File: config.mk
export PLATFORM = sky130hd
export DESIGN_NAME = pll_clock_buffer_pin_control
export DESIGN_NICKNAME = d
export VERILOG_FILES = /design/src/pkg/clkbuf_pkg.sv /design/src/pll_clock_buffer_pin_control.sv
export SDC_FILE = /design/constraint.sdc
export NUM_CORES = 1
export LEC_CHECK = 0
export ABC_AREA = 1
export BUFFER_PORTS_ARGS = -buffer_cell sky130_fd_sc_hd__buf_2
export CORE_UTILIZATION = 30
export DETAILED_ROUTE_END_ITERATION = 7
export GPL_TIMING_DRIVEN = 0
export PLACE_DENSITY = 0.54
export SYNTH_ARGS = -nofsm -noshare
export SYNTH_HDL_FRONTEND = slang
export SYNTH_SLANG_ARGS = --single-unit
export TNS_END_PERCENT = 1
File: constraint.sdc
create_clock -name sys_clk -period 6.25 [get_ports sys_clk]
set_input_delay 0.9375 -clock sys_clk [delete_from_list [all_inputs] [get_ports sys_clk]]
set_output_delay 0.9375 -clock sys_clk [all_outputs]
set_load 0.05 [all_outputs]
File: src/pkg/clkbuf_pkg.sv
/*
 Constants, level codes and carriers for the clock buffer pin control block.
 Assumes pad comparators deliver each three-level pin as a two-bit code.
*/
package clkbuf_pkg;
  // three-level pin code from the pad comparator; 11 reads as open (mid)
  localparam logic [1:0] LVL_LOW = 2'h0;
  localparam logic [1:0] LVL_MID = 2'h1;
  localparam logic [1:0] LVL_HIGH = 2'h2;
  // register indexes on the plain register port
  localparam logic [3:0] REG_STATUS = 4'h0;
  localparam logic [3:0] REG_MASK = 4'h1;
  localparam logic [3:0] REG_STATE = 4'h2;
  // status and mask bit positions
  localparam int EV_LOCK_GAIN = 0;
  localparam int EV_LOCK_LOSS = 1;
  localparam int EV_REF_SWITCH = 2;
  localparam int EV_W = 3;
  localparam logic [EV_W-1:0] MASK_RESET = 3'h0;
  // state register field positions
  localparam int ST_LOCK = 0;
  localparam int ST_TEST = 1;
  localparam int ST_REF_SEL = 2;
  localparam int ST_FB_SEL = 3;
  localparam int ST_PERIOD = 8;
  // phase steps span -8..+8 time units around the nominal tap
  localparam int PHASE_SPAN = 8;
  // bank 3 inversion patterns, bit order QA0 QA1 QB0 QB1 from bit 0
  localparam logic [3:0] INV_PAIRS = 4'hA;
  localparam logic [3:0] INV_ALL = 4'hF;
  localparam logic [3:0] INV_NONE = 4'h0;
  // one time unit for the reference model and the sys_clk period
  localparam int TU_NS = 100;
  localparam int CLK_NS = 100;
  localparam int TU_CYC = (TU_NS + CLK_NS - 1) / CLK_NS;

  typedef enum logic [1:0] {
    ACQUIRE = 2'b00,
    LOCKED = 2'b01
  } lock_state_t;

  // three-level strap pins, bank entries as {select1, select0}
  typedef struct packed {
    logic [1:0] freq_range;
    logic [1:0] fb_phase;
    logic [3:0] fb_div;
    logic [1:0] out_mode;
    logic [1:0] bank_three_invert;
    logic [3:0][3:0] bank_phase;
    logic [3:0][3:0] bank_div;
  } pin_levels_t;

  // clock output drive: level and enable per output
  typedef struct packed {
    logic [3:0][3:0] level;
    logic [3:0][3:0] enable;
    logic [1:0] fb_level;
    logic [1:0] fb_enable;
  } clk_drive_t;
endpackage : clkbuf_pkg

File: src/pll_clock_buffer_pin_control.sv
/*
 Pin-controlled clock buffer: input selection, strap decode, bank phase,
 divide, disable, bank 3 inversion, lock and an event interrupt.
 Assumes reference and feedback clocks well below sys_clk / 4, and that
 the pads resolve three-level pins into two-bit codes.
*/
// The implementer's own choices: strobed register access and the placing of the registers.
`timescale 1ns/1ps
module pll_clock_buffer_pin_control #(
  parameter int PW = 8,
  parameter int LOCK_COUNT = 4,
  parameter int LOCK_WIN = 1
) (
  input wire logic sys_clk,
  input wire logic reset,
  input wire logic reference_pair_first,
  input wire logic reference_pair_second,
  input wire logic reference_pair_select,
  input wire logic feedback_pair_first,
  input wire logic feedback_pair_second,
  input wire logic feedback_pair_select,
  input wire logic feedback_bank_disable,
  input wire logic [3:0] bank_output_disable,
  input wire clkbuf_pkg::pin_levels_t pins,
  input wire logic [3:0] reg_addr,
  input wire logic [15:0] reg_wdata,
  input wire logic reg_wr,
  input wire logic reg_rd,
  output clkbuf_pkg::clk_drive_t drive,
  output logic lock,
  output logic test_mode,
  output logic [15:0] reg_rdata,
  output logic irq
);
  import clkbuf_pkg::*;

  localparam int DL = 2 * PHASE_SPAN * TU_CYC + 1;
  // lock counter is four bits and the state word holds at most eight period bits
  if (PW < 3 || PW > 8 || LOCK_COUNT < 1 || LOCK_COUNT > 15 || LOCK_WIN < 0) begin : g_bad_param
    $error("unsupported parameter values");
  end

  // two-flop synchronisers for every pin
  logic [8:0] raw_in, s1, s2;
  pin_levels_t p1, p2;
  assign raw_in = {reference_pair_first, reference_pair_second, reference_pair_select,
                   feedback_pair_first, feedback_pair_second, feedback_pair_select,
                   feedback_bank_disable, bank_output_disable[3:2]};
  logic [1:0] dis1, dis2;
  always_ff @(posedge sys_clk) begin
    s1 <= raw_in;
    s2 <= s1;
    p1 <= pins;
    p2 <= p1;
    dis1 <= bank_output_disable[1:0];
    dis2 <= dis1;
  end

  // open pad code 11 is read as mid
  function automatic logic [1:0] lvl(input logic [1:0] c);
    lvl = (c == LVL_LOW || c == LVL_HIGH) ? c : LVL_MID;
  endfunction

  // input pair selection
  logic ref_sel, fb_sel, ref_clk, fb_clk, fb_dis;
  logic [3:0] bank_dis;
  assign ref_sel = s2[6];
  assign fb_sel = s2[3];
  assign ref_clk = ref_sel ? s2[7] : s2[8];
  assign fb_clk = fb_sel ? s2[4] : s2[5];
  assign fb_dis = s2[2];
  assign bank_dis = {s2[1:0], dis2};

  // mode decode from the output mode strap
  logic tst_mode, hiz_mode;
  assign tst_mode = lvl(p2.out_mode) == LVL_MID;
  assign hiz_mode = lvl(p2.out_mode) == LVL_HIGH;

  // edge detectors and switch tracking
  logic ref_q, fb_q, sel_q, ref_rise, fb_rise, switched;
  assign ref_rise = ref_clk & ~ref_q;
  assign fb_rise = fb_clk & ~fb_q;
  assign switched = ref_sel ^ sel_q;

  // period measure, base clock generator and lock state
  logic [PW-1:0] pcnt, period, cyc, since_fb;
  logic [PW-1:0] next_pcnt, next_period, next_cyc, next_since_fb;
  logic skip, next_skip;
  logic [3:0] good, next_good;
  lock_state_t lst, next_lst;
  logic base, base_rise;
  assign base = cyc < (period >> 1);
  assign base_rise = cyc == '0;

  always_comb begin
    next_pcnt = (pcnt == '1) ? pcnt : pcnt + 1'b1;
    next_period = period;
    next_skip = skip | switched;
    next_cyc = (cyc + 1'b1 >= period) ? '0 : cyc + 1'b1;
    next_since_fb = fb_rise ? '0 : ((since_fb == '1) ? since_fb : since_fb + 1'b1);
    next_good = good;
    next_lst = lst;
    if (ref_rise) begin
      next_pcnt = '0;
      next_cyc = '0;
      // partial period across a switch is never taken as the period
      if (skip || switched) begin
        next_skip = switched;
      end else if (pcnt + 1'b1 >= period || lst == ACQUIRE) begin
        next_period = pcnt + 1'b1;
      end
      if (fb_rise || since_fb <= PW'(LOCK_WIN)) begin
        next_good = (good == 4'(LOCK_COUNT)) ? good : good + 4'h1;
        if (good + 4'h1 >= 4'(LOCK_COUNT)) begin
          next_lst = LOCKED;
        end
      end else begin
        next_good = '0;
        next_lst = ACQUIRE;
      end
    end
    // a lost reference or a switch forces reacquisition
    if (pcnt == '1 || switched || tst_mode) begin
      next_good = '0;
      next_lst = ACQUIRE;
    end
  end

  always_ff @(posedge sys_clk) begin
    if (reset) begin
      ref_q <= 1'b0;
      fb_q <= 1'b0;
      sel_q <= 1'b0;
      pcnt <= '0;
      period <= '1;
      cyc <= '0;
      since_fb <= '1;
      skip <= 1'b1;
      good <= '0;
      lst <= ACQUIRE;
    end else begin
      ref_q <= ref_clk;
      fb_q <= fb_clk;
      sel_q <= ref_sel;
      pcnt <= next_pcnt;
      period <= next_period;
      cyc <= next_cyc;
      since_fb <= next_since_fb;
      skip <= next_skip;
      good <= next_good;
      lst <= next_lst;
    end
  end

  function automatic logic [3:0] ratio(input logic [3:0] c);
    case ({lvl(c[3:2]), lvl(c[1:0])})
      4'h0: ratio = 4'h1;
      4'h1: ratio = 4'h2;
      4'h2: ratio = 4'h3;
      4'h4: ratio = 4'h4;
      4'h5: ratio = 4'h5;
      4'h6: ratio = 4'h6;
      4'h8: ratio = 4'h8;
      4'h9: ratio = 4'hA;
      default: ratio = 4'hC;
    endcase
  endfunction

  // nine-step index of a phase select pair, 0..8
  function automatic int unsigned pidx(input logic [3:0] c);
    pidx = int'(lvl(c[3:2])) * 3 + int'(lvl(c[1:0]));
  endfunction

  // phase steps per bank, index 4 is the feedback bank
  logic signed [4:0] steps [5];
  always_comb begin
    for (int b = 0; b < 2; b++) begin
      steps[b] = 5'(signed'(pidx(p2.bank_phase[b])) - 4);
    end
    for (int b = 2; b < 4; b++) begin
      case (pidx(p2.bank_phase[b]))
        3: steps[b] = steps[0];
        5: steps[b] = steps[1];
        default: steps[b] = 5'(2 * signed'(pidx(p2.bank_phase[b])) - 8 +
                   ((pidx(p2.bank_phase[b]) > 4) ? -2 : 2) * 0);
      endcase
      // outer entries sit at -8,-7,-6 and +6,+7,+8
      if (pidx(p2.bank_phase[b]) < 3) begin
        steps[b] = 5'(signed'(pidx(p2.bank_phase[b])) - 8);
      end else if (pidx(p2.bank_phase[b]) > 5) begin
        steps[b] = 5'(signed'(pidx(p2.bank_phase[b])));
      end else if (pidx(p2.bank_phase[b]) == 4) begin
        steps[b] = 5'sh0;
      end
    end
    case (lvl(p2.fb_phase))
      LVL_LOW: steps[4] = -5'sh4;
      LVL_HIGH: steps[4] = 5'sh4;
      default: steps[4] = 5'sh0;
    endcase
  end

  // bank 3 inversion pattern
  logic [3:0] inv_mask;
  always_comb begin
    case (lvl(p2.bank_three_invert))
      LVL_LOW: inv_mask = INV_PAIRS;
      LVL_HIGH: inv_mask = INV_ALL;
      default: inv_mask = INV_NONE;
    endcase
  end

  // per bank divider, phase delay line and output drive
  logic [4:0] bank_clk;
  logic [3:0] dcnt [5];
  logic [3:0] next_dcnt [5];
  logic [DL-1:0] dly [5];
  clk_drive_t next_drive;
  genvar g;
  generate
    for (g = 0; g < 5; g++) begin : g_bank
      logic [3:0] r;
      // bank_div has only four entries, so the feedback bank decodes its own pins
      if (g == 4) begin : g_fb
        assign r = ratio(p2.fb_div);
      end else begin : g_out
        assign r = ratio(p2.bank_div[g]);
      end
      always_comb begin
        next_dcnt[g] = dcnt[g];
        if (base_rise) begin
          next_dcnt[g] = (dcnt[g] + 4'h1 >= r) ? 4'h0 : dcnt[g] + 4'h1;
        end
      end
      always_ff @(posedge sys_clk) begin
        if (reset) begin
          dcnt[g] <= '0;
          dly[g] <= '0;
        end else begin
          dcnt[g] <= next_dcnt[g];
          dly[g] <= {dly[g][DL-2:0], (r == 4'h1) ? base : (dcnt[g] < (r >> 1))};
        end
      end
      // tap moves by whole time units, nominal tap at mid line
      assign bank_clk[g] = dly[g][(int'(steps[g]) + PHASE_SPAN) * TU_CYC];
    end
  endgenerate

  // output drive: test bypass, disable styles and inversion
  always_comb begin
    for (int b = 0; b < 4; b++) begin
      for (int o = 0; o < 4; o++) begin
        next_drive.level[b][o] = tst_mode ? ref_clk :
          (bank_clk[b] ^ (b == 2 && inv_mask[o])) & ~bank_dis[b];
        next_drive.enable[b][o] = ~(bank_dis[b] & hiz_mode);
      end
    end
    for (int o = 0; o < 2; o++) begin
      next_drive.fb_level[o] = tst_mode ? ref_clk : bank_clk[4] & ~fb_dis;
      next_drive.fb_enable[o] = ~(fb_dis & hiz_mode);
    end
  end

  // event flags, mask and register port
  logic [EV_W-1:0] status, mask, events, next_status, next_mask;
  logic [15:0] next_rdata;
  logic lock_now;
  assign lock_now = lst == LOCKED;
  assign events = {switched, lock & ~lock_now, ~lock & lock_now};
  always_comb begin
    next_mask = mask;
    next_status = status;
    if (reg_wr && reg_addr == REG_STATUS) begin
      next_status = status & ~reg_wdata[EV_W-1:0];
    end
    if (reg_wr && reg_addr == REG_MASK) begin
      next_mask = reg_wdata[EV_W-1:0];
    end
    // a new event wins over a clear in the same cycle
    next_status = next_status | events;
    next_rdata = '0;
    if (reg_rd) begin
      case (reg_addr)
        REG_STATUS: next_rdata[EV_W-1:0] = status;
        REG_MASK: next_rdata[EV_W-1:0] = mask;
        REG_STATE: next_rdata = {8'(period), 4'h0, fb_sel, ref_sel, test_mode, lock};
        default: next_rdata = '0;
      endcase
    end
  end

  always_ff @(posedge sys_clk) begin
    if (reset) begin
      status <= '0;
      mask <= MASK_RESET;
      reg_rdata <= '0;
      irq <= 1'b0;
      lock <= 1'b0;
      test_mode <= 1'b0;
      drive <= '0;
    end else begin
      status <= next_status;
      mask <= next_mask;
      reg_rdata <= next_rdata;
      irq <= |(next_status & next_mask);
      lock <= lock_now;
      test_mode <= tst_mode;
      drive <= next_drive;
    end
  end
endmodule : pll_clock_buffer_pin_control

==> results of run 1 <==
-- cells in the final DEF (no fill, tap or decap), types with 7 or more instances in the layout --
cell / count
nor2_1: 165
a22oi_1: 8
buf_2: 115
o211ai_1: 22
buf_4: 29
o21ai_0: 61
nand3_1: 85
xor2_1: 20
ha_1: 80
clkbuf_1: 33
nand2_1: 174
inv_1: 226
dfxtp_1: 280
a21oi_1: 72
o21a_1: 7
a211oi_1: 10
clkbuf_16: 31
a31oi_1: 7
nand4_1: 7
nor3_1: 15
xnor2_1: 7
-- per-layer routing --
metal,share of wire (%),global-route usage [%],routed length [um]
met1,47,16.46,11510
met2,46,21.21,11100
met3,4.5,2.322,1100
met4,2.8,4.565,673
met5,0,0,0
-- power breakdown --
group | leakage (nW) | total, W | switching [W] | internal [W]
clock | 0.527 | 0.00191 | 0.000758 | 0.00115
combinational | 3.74 | 0.000678 | 0.000435 | 0.000244
sequential | 2.31 | 0.00194 | 0.0000623 | 0.00187
-- registers in the layout, indices dropped and copies added (netlist names), 2 cells and up --
| register | cells |
|---|---|
| period | 8 |
| dis2 | 2 |
| cyc | 8 |
| reg_rdata | 12 |
| status | 3 |
| dly | 81 |
| s2 | 9 |
| mask | 3 |
| since_fb | 8 |
| s1 | 9 |
| p1 | 42 |
| pcnt | 8 |
| dcnt | 20 |
| drive | 11 |
| p2 | 42 |
| good | 4 |
| dis1 | 2 |
-- cells in the mapped netlist, types with 4 or more instances --
master / count
dfxtp_1: 280
a31oi_1: 7
fa_1: 4
nand2_1: 174
nor3_1: 15
buf_4: 29
nand4_1: 7
clkbuf_1: 29
nand2_2: 6
or2_2: 6
nand3_1: 85
ha_1: 80
a22oi_1: 8
o21a_1: 7
o211ai_1: 22
xor2_1: 20
o21ai_0: 61
inv_1: 226
a211oi_1: 10
xnor2_1: 7
nor2_1: 165
nor4_1: 4
nand3b_1: 4
a21oi_1: 72
-- metrics by stage --
step	std cells	setup WS [ns]	hold WS, ns	power, W	utilization (%)
detailed placement	1996	2.711	0.3121	0.002660	33.68
finish	2054	2.671	0.3194	0.004524	36.58
floorplan	1371	3.182	0.3096	0.002479	-
global route	2054	2.355	0.3191	0.004782	36.58
global placement	1996	2.756	0.3111	0.002648	33.68
CTS	2054	2.658	0.3091	0.004600	36.58
-- cell families after synthesis --
family,Yosys count
flops,280
other cells,1
fa+ha+maj,84
simple gates,481
mux,3
compound gates,200
xor+xnor,27
buf+inv,292
-- critical path: cells and delay by family, from the launching register on --
family / cells / cell delay, ns
adder cells (fa/ha/maj): 4 / 1.21
AO/OA/AOI/OAI: 2 / 0.40
AND/OR/NAND/NOR: 10 / 1.16
flip-flops: 1 / 0.31
buffers and inverters: 3 / 0.37
-- cell type report --
class	instances	area [um^2]	share of cell area, %
Sequential cell	280	5605	40.78
Tap cell	511	639.4	4.651
Timing Repair Buffer	114	570.5	4.151
Clock inverter	21	271.5	1.975
Clock buffer	37	818.3	5.953
Multi-Input combinational cell	799	4627	33.66
Buffer	62	350.3	2.549
Inverter	230	863.3	6.281
-- worst min path at each step --
stage / end / slack [ns] / depth (start not counted)
2_1_floorplan: dis2[0]$_DFF_P_ / 0.31 / 0
3_3_place_gp: p2[6]$_DFF_P_ / 0.31 / 0
3_5_place_dp: p2[25]$_DFF_P_ / 0.31 / 0
4_1_cts: p2[6]$_DFF_P_ / 0.31 / 0
5_1_grt: p2[6]$_DFF_P_ / 0.32 / 0
6_report: p2[6]$_DFF_P_ / 0.32 / 0
==> qor.yml, run 1 <==
grt-ovfl-total: 0
gp_congestion: 0.8431
yosys_warnings: 0
regToRegSetupSlack_ns: 2.67
ys_ff_latch: 280
cp-endpoint: "drive[30]$_SDFF_PP0_"
worstPathCellList: "or2_2, ha_1, ha_1, fa_1, inv_2, ha_1, nand3_2, inv_2, nand2_1, nand3_1, nand2_1, a21oi_1, inv_1, nand3_1, nand3_2, nand3_1, nand2_1, nand3_1, a21oi_1"
grt_pass1_wl_mm: 40.61
grt_antenna_before_repair: 0
cts_tree: "built"
root_buffer: "clkbuf_16"
syn_area_um2: 11430
hp-start: "p1[6]$_DFF_P_"
pwr_density_cell_nw_per_um2: 329.1
cp.required_ns: 6.66
start_kind: "register"
cp_max_fo: 5
reg2regPathDepth: 19
placed_cell_area_um2: 12660
grt_usage_pct: 12.76
synth-edff-count: 0
max_freq_mhz: 279.4
start_util_pct: 30.43
via_per_inst: 4.271
area_delta_synth_final_pct: 20.21
min_period_over_period_pct: 57.26
ys_seq_area_share_pct: 49.02
post_cts_buffers: 0
relSlewSlack_pct: 43.72
synth.area.top_cells: "dfxtp_1, ha_1, inv_1"
dp_hpwl_mm: 18.30
ys.flop_type: "dfxtp_1"
grt_pass1_vias: 8404
cts.repair.resized: 0
fin_area_um2: 13750
r2r_end: "drive[30]$_SDFF_PP0_"
drv_slew: 0
grt_max_degree: 16
cts_buffer_depth: 3
slowest_delay_ns: 0.54
cts_sinks: 280
ant_nets: 0
critPathKind: "reg -> reg"
die_w_um: 197.2
layout_min_cycle_time_ns: 3.579
status: "completed"
htreeDepth: 1
synthAdderAreaFrac_pct: 9.454
path_clk_slew_ns: 0.06
rows: 71
synth_async_sr_flop_share_pct: 0
ys_types: 50
num-fill-cells: 3874
peakVddDrop_v: 0.0001940
hold_buffers: 0
maxCapViolCount: 0
synth.area.mux_share_pct: 0.2626
power.leakage_nw: 6.577
synth_top_family_by_area: "simple AND/OR/NAND/NOR gates"
post_drt_wl_per_cell_um: 11.87
critPathMostFrequentCell: "nand3_1"
fin_nets: 1681
die_h_um: 197.2
synth_area_per_cell_um2: 8.359
tightest_slew_ns: 0.8443
cts_made_buffers: 31
netlist.top_cell.by_area: "dfxtp_1"
rsz0062_at_grt: "false"
hold_violations: 0
skew_ns: 0.01374
initialDrtViolationCount: 335
numPortBuffers: 114
arrival_ns: 3.98
drt-total-wl_mm: 24.38
route.detailed.drc: 0
worstSetupStartpoint: "p2[27]$_DFF_P_"
reg2reg_from: "p2[27]$_DFF_P_"
holdCritPathClass: "reg -> reg"
synth-xor-area-share_pct: 2.068
fp.dieArea_um2: 38900
diodes: 0
syn_inst: 1368
drive_gt1_share_pct: 14.65
critPathSlowestCell: "fa_1"
yosys.area_share.simple_pct: 18.36
via_count: 8773
coreArea_um2: 37580
pin_count: 134
setup.worst_path.end_class: "register"
final.setup.tns_ns: 0
synth_top_area_share_pct: 49.02
clock_latency_ns: 0.57
synth_compound_area_share_pct: 10.19
setup-violations-final: 0
drtPass1Iterations: 5
No activity file was read; power rests on OpenSTA's default activity.
==> run 2, diff against run 1 <==
- PLACE_DENSITY: 0.54 -> 0.55
- clock period: 6.25 -> 3.13 ns (I/O delays scaled with it)
==> run 2 against run 1 <==
  * Highest routed layer unchanged
  * Cell count rose by 3.2%
  * Setup slack got worse by 2.6 ns
  * Routed wire length rose by 2.6%
  * Critical path depth fell by 1
  * Die area did not move
  * Maximum frequency rose by 15%
  * Via count rose by 4.4%
  * Global-route usage rose by 0.28 points
==> qor.yml, run 2 (synthesis gave the netlist of run 1 again) <==
status: "completed"
grt_pass1_vias: 8721  # +3.8%
rows: 71  # unchanged
initialDrtViolationCount: 540  # +61%
final_cell_mix: "dfxtp_1, inv_1, nor2_1, nand2_1, buf_2"
power.leakage_nw: 6.935  # +5.4%
drtPass1Iterations: 5  # unchanged
grt_antenna_before_repair: 0  # unchanged
area_delta_synth_final_pct: 29.14
root_buffer: "clkbuf_16"
pwr_density_cell_nw_per_um2: 635.0  # +93%
dp_slack_ns: -0.3965  # -3.107 ns
reg_top3: "dly x81, p1 x42, p2 x42"
fin_nets: 1747  # +3.9%
via_count: 9155  # +4.4%
cp.required_ns: 3.54  # -3.12 ns
maxCapViolCount: 0  # unchanged
whs_ns: 0.1837  # -0.1357 ns
die_w_um: 197.2  # unchanged
rsz0062_at_grt: "true"
dp_hpwl_mm: 17.97  # -1.8%
grt-ovfl-total: 0  # unchanged
placed_cell_area_um2: 12660  # unchanged
htreeDepth: 1  # unchanged
gp_congestion: 0.8537  # +1.3%
grt_usage_pct: 13.03  # +0.28 points
max_freq_mhz: 322.6  # +15%
cp_max_fo: 5  # unchanged
hold_violations: 0  # unchanged
setup-violations-final: 0  # unchanged
ant_nets: 0  # unchanged
cts_tree: "built"
start_kind: "register"
drv_slew: 0  # unchanged
cts_made_buffers: 31  # unchanged
coreArea_um2: 37580  # unchanged
setup.worst_path.end_class: "register"
cts_sinks: 280  # unchanged
largest_register_ffs: 81  # unchanged
diodes: 0  # unchanged
start_util_pct: 30.43  # unchanged
relSlewSlack_pct: 45.19  # +1.5 points
tightest_slew_ns: 0.8222  # -0.02207 ns
min_period_over_period_pct: 99.04  # +42 points
clock_latency_ns: 0.57  # about the same
grt_pass1_wl_mm: 41.77  # +2.9%
fin_area_um2: 14770  # +7.4%
critPathKind: "reg -> reg"
path_clk_slew_ns: 0.06  # about the same
route.detailed.drc: 0  # unchanged
layout_min_cycle_time_ns: 3.100  # -0.4788 ns
via_per_inst: 4.318  # +1.1%
drt-total-wl_mm: 25.02  # +2.6%
numPortBuffers: 114  # unchanged
fp.dieArea_um2: 38900  # unchanged
cts_buffer_depth: 3  # unchanged
layout_commonest_cell: "dfxtp_1"
regMostFlops: "dly"
setup_ws_ns: 0.03000  # -2.641 ns
skew_ns: 0.02127  # +0.007530 ns
die_h_um: 197.2  # unchanged
post_drt_wl_per_cell_um: 11.80  # -0.58%
arrival_ns: 3.51  # -0.47 ns
peakVddDrop_v: 0.0004323  # +120%
num-fill-cells: 3770  # -2.7%
finalPower_w: 0.009377  # +110%
drive_gt1_share_pct: 18.77  # +4.1 points
grt_max_degree: 16  # unchanged
pin_count: 134  # unchanged
holdCritPathClass: "in -> reg"
[run 2: worst max-delay path: stages, from the launching register on]
cell and delay (ns):
dfxtp_2 0.32, or2_4 0.25, ha_4 0.22, ha_4 0.15
fa_2 0.56, inv_4 0.06, ha_4 0.16, nand3_4 0.10
inv_4 0.06, nand2_2 0.07, nand3_4 0.09, a21oi_4 0.21
nand3_1 0.11, nor2_2 0.13, nand3_2 0.12, nand3_4 0.12
nand2_2 0.06, nand3_2 0.08, a21oi_2 0.06
[run 2: final timing paths]
check / from / to / slack, ns / depth (start not counted)
worst min register to register: p1[21]$_DFF_P_ / p2[21]$_DFF_P_ / 0.32 / 0
worst max-delay path: p2[27]$_DFF_P_ / drive[29]$_SDFF_PP0_ / 0.03 / 18
worst max register to register: p2[27]$_DFF_P_ / drive[29]$_SDFF_PP0_ / 0.03 / 18
worst min-delay path: reset / skip$_SDFF_PP1_ / 0.18 / 3
[run 2: area by class of cell]
| class | instances | area [um^2] | area share [%] |
|---|---|---|---|
| inverters | 230 | 868.3 | 5.880 |
| clock inverters | 22 | 290.3 | 1.966 |
| plain buffers | 62 | 350.3 | 2.372 |
| multi-input cells | 799 | 4996 | 33.83 |
| well taps | 511 | 639.4 | 4.330 |
| repair buffers | 180 | 1199 | 8.117 |
| flip-flops and latches | 280 | 5609 | 37.98 |
| clock buffers | 36 | 814.5 | 5.516 |
[run 2: stage by stage]
| step | setup TNS, ns | cells | utilization (%) |
|---|---|---|---|
| 2_1_floorplan | 0 | 1371 | - |
| 3_3_place_gp | -0.8302 | 1996 | 33.68 |
| 3_5_place_dp | -0.9302 | 1996 | 33.68 |
| 4_1_cts | -0.04996 | 2115 | 38.68 |
| 5_1_grt | -0.3569 | 2120 | 39.30 |
| 6_report | 0 | 2120 | 39.30 |
[run 2: report_power, final]
part / switching (W) / internal, W / total [W]
Clock: 0.00151 / 0.00237 / 0.00388
Sequential: 0.000125 / 0.00374 / 0.00387
Combinational: 0.000990 / 0.000637 / 0.00163
Total: 0.00263 / 0.00675 / 0.00938
[run 2: repair_timing]
action,CTS,global route
gates resized for setup,41,49
setup buffers,7,5
hold buffers,53,0
gates cloned,1,0
pin swaps,15,36
endpoints found under the setup margin,3,3
hold endpoints to repair,53,0
[run 2: metal layers]
layer / GRT usage, % / share of wire, % / vias to the layer above
met5: 0 / 0 / -
met4: 5.024 / 2.6 / 0
met3: 1.844 / 4.2 / 50
met2: 22.39 / 46 / 179
met1: 16.42 / 47 / 4164
li1: - / - / 4762
==> run 3, diff against run 2 <==
- CORE_UTILIZATION: 30 -> 50
- PLACE_DENSITY: 0.55 -> 0.8
==> run 3 against run 2 <==
  * The flow now finishes with violations (negative setup slack)
  * Global-route usage up 6.8 points
  * Non-clock buffer count down 47
  * Cell area is 5.9% lower
  * Cell count shrank 14%
==> qor.yml, run 3 (synthesis gave the netlist of run 1 again) <==
ant_nets: 0  # unchanged
hold_buffers: 0  # -100%
slowest_delay_ns: 0.58  # +0.02 ns
cp_max_fo: 5  # unchanged
p_int_w: 0.006536  # -3.2%
power_switching_w: 0.002466  # -6.2%
setup-violations-final: 3  # +3
start_kind: "register"
hold_violations: 0  # unchanged
reg2reg_from: "p2[26]$_DFF_P_"
num-fill-cells: 1678  # -55%
placed_cell_area_um2: 12370  # -2.3%
die_h_um: 153.2  # -22%
coreArea_um2: 22090  # -41%
critPathKind: "reg -> reg"
fin_area_um2: 13900  # -5.9%
status: "complete, but fails checks"
pin_count: 134  # unchanged
final_cell_mix: "dfxtp_1, inv_1, nor2_1, nand2_1, buf_2"
tightest_slew_ns: 0.7445  # -0.07768 ns
layout_commonest_cell: "dfxtp_1"
path_clk_slew_ns: 0.06  # about the same
grt_max_degree: 14  # -2
route.detailed.drc: 0  # unchanged
hp-start: "pins[25]"
worstPathCellList: "or2_4, ha_4, ha_4, fa_2, inv_4, ha_4, nand3_4, inv_6, nand2_4, nand3_4, a21oi_4, buf_6, nand3_1, nand3_2, nand3_4, nand3_4, nand2_1, nand3_1, a21oi_1"
max_freq_mhz: 310.5  # -3.7%
power_frac_seq_pct: 42.9  # +1.7 points
cts_sinks: 280  # unchanged
r2r_end: "drive[29]$_SDFF_PP0_"
start_util_pct: 51.76  # +21 points
fp.dieArea_um2: 23480  # -40%
grt_antenna_before_repair: 0  # unchanged
grt_pass1_wl_mm: 39.04  # -6.5%
path_buf_inv: 3  # +1
regToRegSetupSlack_ns: -0.09  # -0.12 ns
worstSetupStartpoint: "p2[26]$_DFF_P_"
diodes: 0  # unchanged
reg2regPathDepth: 19  # +1
rows: 54  # -24%
initialDrtViolationCount: 493  # -8.7%
power.leakage_nw: 6.701  # -3.4%
min_path_cells: 1  # -2
htreeDepth: 1  # unchanged
rsz0062_at_grt: "true"
reg_top3: "dly x81, p1 x42, p2 x42"
violations: "negative setup slack"
drt-total-wl_mm: 24.22  # -3.2%
drive_gt1_share_pct: 18.87  # +0.097 points
arrival_ns: 3.61  # +0.10 ns
dp_hpwl_mm: 16.53  # -8.0%
gp_congestion: 0.8681  # +1.7%
numPortBuffers: 114  # unchanged
die_w_um: 153.2  # -22%
whs_ns: 0.03161  # -0.1521 ns
setup_ws_ns: -0.09040  # -0.1204 ns
critPathSlowestCell: "fa_2"
via_count: 9261  # +1.2%
grt_usage_pct: 19.87  # +6.8 points
hold_path_end: "p1[25]$_DFF_P_"
skew_ns: 0.01375  # -0.007522 ns
p_comb_share_pct: 18.3  # +0.9 points
root_buffer: "clkbuf_16"
relSlewSlack_pct: 50.37  # +5.2 points
holdCritPathClass: "in -> reg"
cts_tree: "built"
clockPowerShare_pct: 38.8  # -2.6 points
drv_slew: 0  # unchanged
cts_buffer_depth: 3  # unchanged
largest_register_ffs: 81  # unchanged
layout_min_cycle_time_ns: 3.220  # +0.1204 ns
via_per_inst: 5.052  # +17%
grt-ovfl-total: 0  # unchanged
peakVddDrop_v: 0.0004318  # -0.12%
pwr_density_cell_nw_per_um2: 647.5  # +2.0%
setup.worst_path.end_class: "register"
path_delay_family: "adder cells"
clock_latency_ns: 0.54  # -0.03 ns
maxCapViolCount: 0  # unchanged
cp.required_ns: 3.52  # -0.02 ns
area_delta_synth_final_pct: 21.58
min_period_over_period_pct: 102.9  # +3.8 points
post_drt_wl_per_cell_um: 13.21  # +12%
netSwitchingFraction_pct: 27.39  # -0.63 points
fin_nets: 1697  # -2.9%
grt_pass1_vias: 8607  # -1.3%
final.setup.tns_ns: -0.1605  # -0.1605 ns
critPathMostFrequentCell: "nand3_4"
cts_made_buffers: 28  # -9.7%
regMostFlops: "dly"
drtPass1Iterations: 4  # -1
[run 3: metrics by stage]
| stage | std cells | util (%) | setup WS [ns] | total power [W] |
|---|---|---|---|---|
| 2_1_floorplan | 1371 | - | 0.06182 | 0.004950 |
| 3_3_place_gp | 1765 | 55.97 | -0.2461 | 0.005236 |
| 3_5_place_dp | 1765 | 55.97 | -0.2987 | 0.005293 |
| 4_1_cts | 1824 | 61.57 | -0.01515 | 0.008883 |
| 5_1_grt | 1833 | 62.92 | -0.1544 | 0.009397 |
| 6_report | 1833 | 62.92 | -0.09040 | 0.009002 |
[run 3: area by class of cell]
| class | instances | area (um^2) | share of cell area [%] |
|---|---|---|---|
| Sequential cell | 280 | 5610 | 40.36 |
| Multi-Input combinational cell | 799 | 5009 | 36.03 |
| Inverter | 230 | 870.8 | 6.264 |
| Clock buffer | 42 | 844.6 | 6.075 |
| Timing Repair Buffer | 133 | 732.0 | 5.265 |
| Buffer | 62 | 350.3 | 2.520 |
| Tap cell | 280 | 350.3 | 2.520 |
| Clock inverter | 7 | 135.1 | 0.9720 |
[run 3: layer usage]
layer | global-route usage, % | up-vias | wire [um]
met1 | 24.85 | 4270 | 10470
met2 | 34.96 | 267 | 11920
met3 | 2.807 | 58 | 1145
met4 | 6.734 | 0 | 680
met5 | 0 | - | 0
li1 | - | 4666 | -
[run 3: power by group through the flow]
stage | Combinational (W) | Sequential [W] | Clock (W)
2_1_floorplan | 0.00101 | 0.00394 | 0
3_3_place_gp | 0.00131 | 0.00393 | 0
3_5_place_dp | 0.00135 | 0.00394 | 0
4_1_cts | 0.00147 | 0.00386 | 0.00355
5_1_grt | 0.00182 | 0.00388 | 0.00370
6_report | 0.00165 | 0.00386 | 0.00349
[run 3: how the worst max path moves through the flow]
stage | slack (ns) | depth (start not counted) | endpoint
2_1_floorplan | 0.06 | 18 | drive[29]$_SDFF_PP0_
3_3_place_gp | -0.25 | 19 | drive[29]$_SDFF_PP0_
3_5_place_dp | -0.30 | 19 | drive[29]$_SDFF_PP0_
4_1_cts | -0.02 | 19 | drive[32]$_SDFF_PP0_
5_1_grt | -0.15 | 18 | drive[29]$_SDFF_PP0_
6_report | -0.09 | 19 | drive[29]$_SDFF_PP0_
[run 3: repair_timing]
item | 4_1_cts | 5_1_grt
gates resized for setup | 37 | 61
buffers inserted | 10 | 9
setup endpoints to repair | 3 | 3
pin swaps | 26 | 39
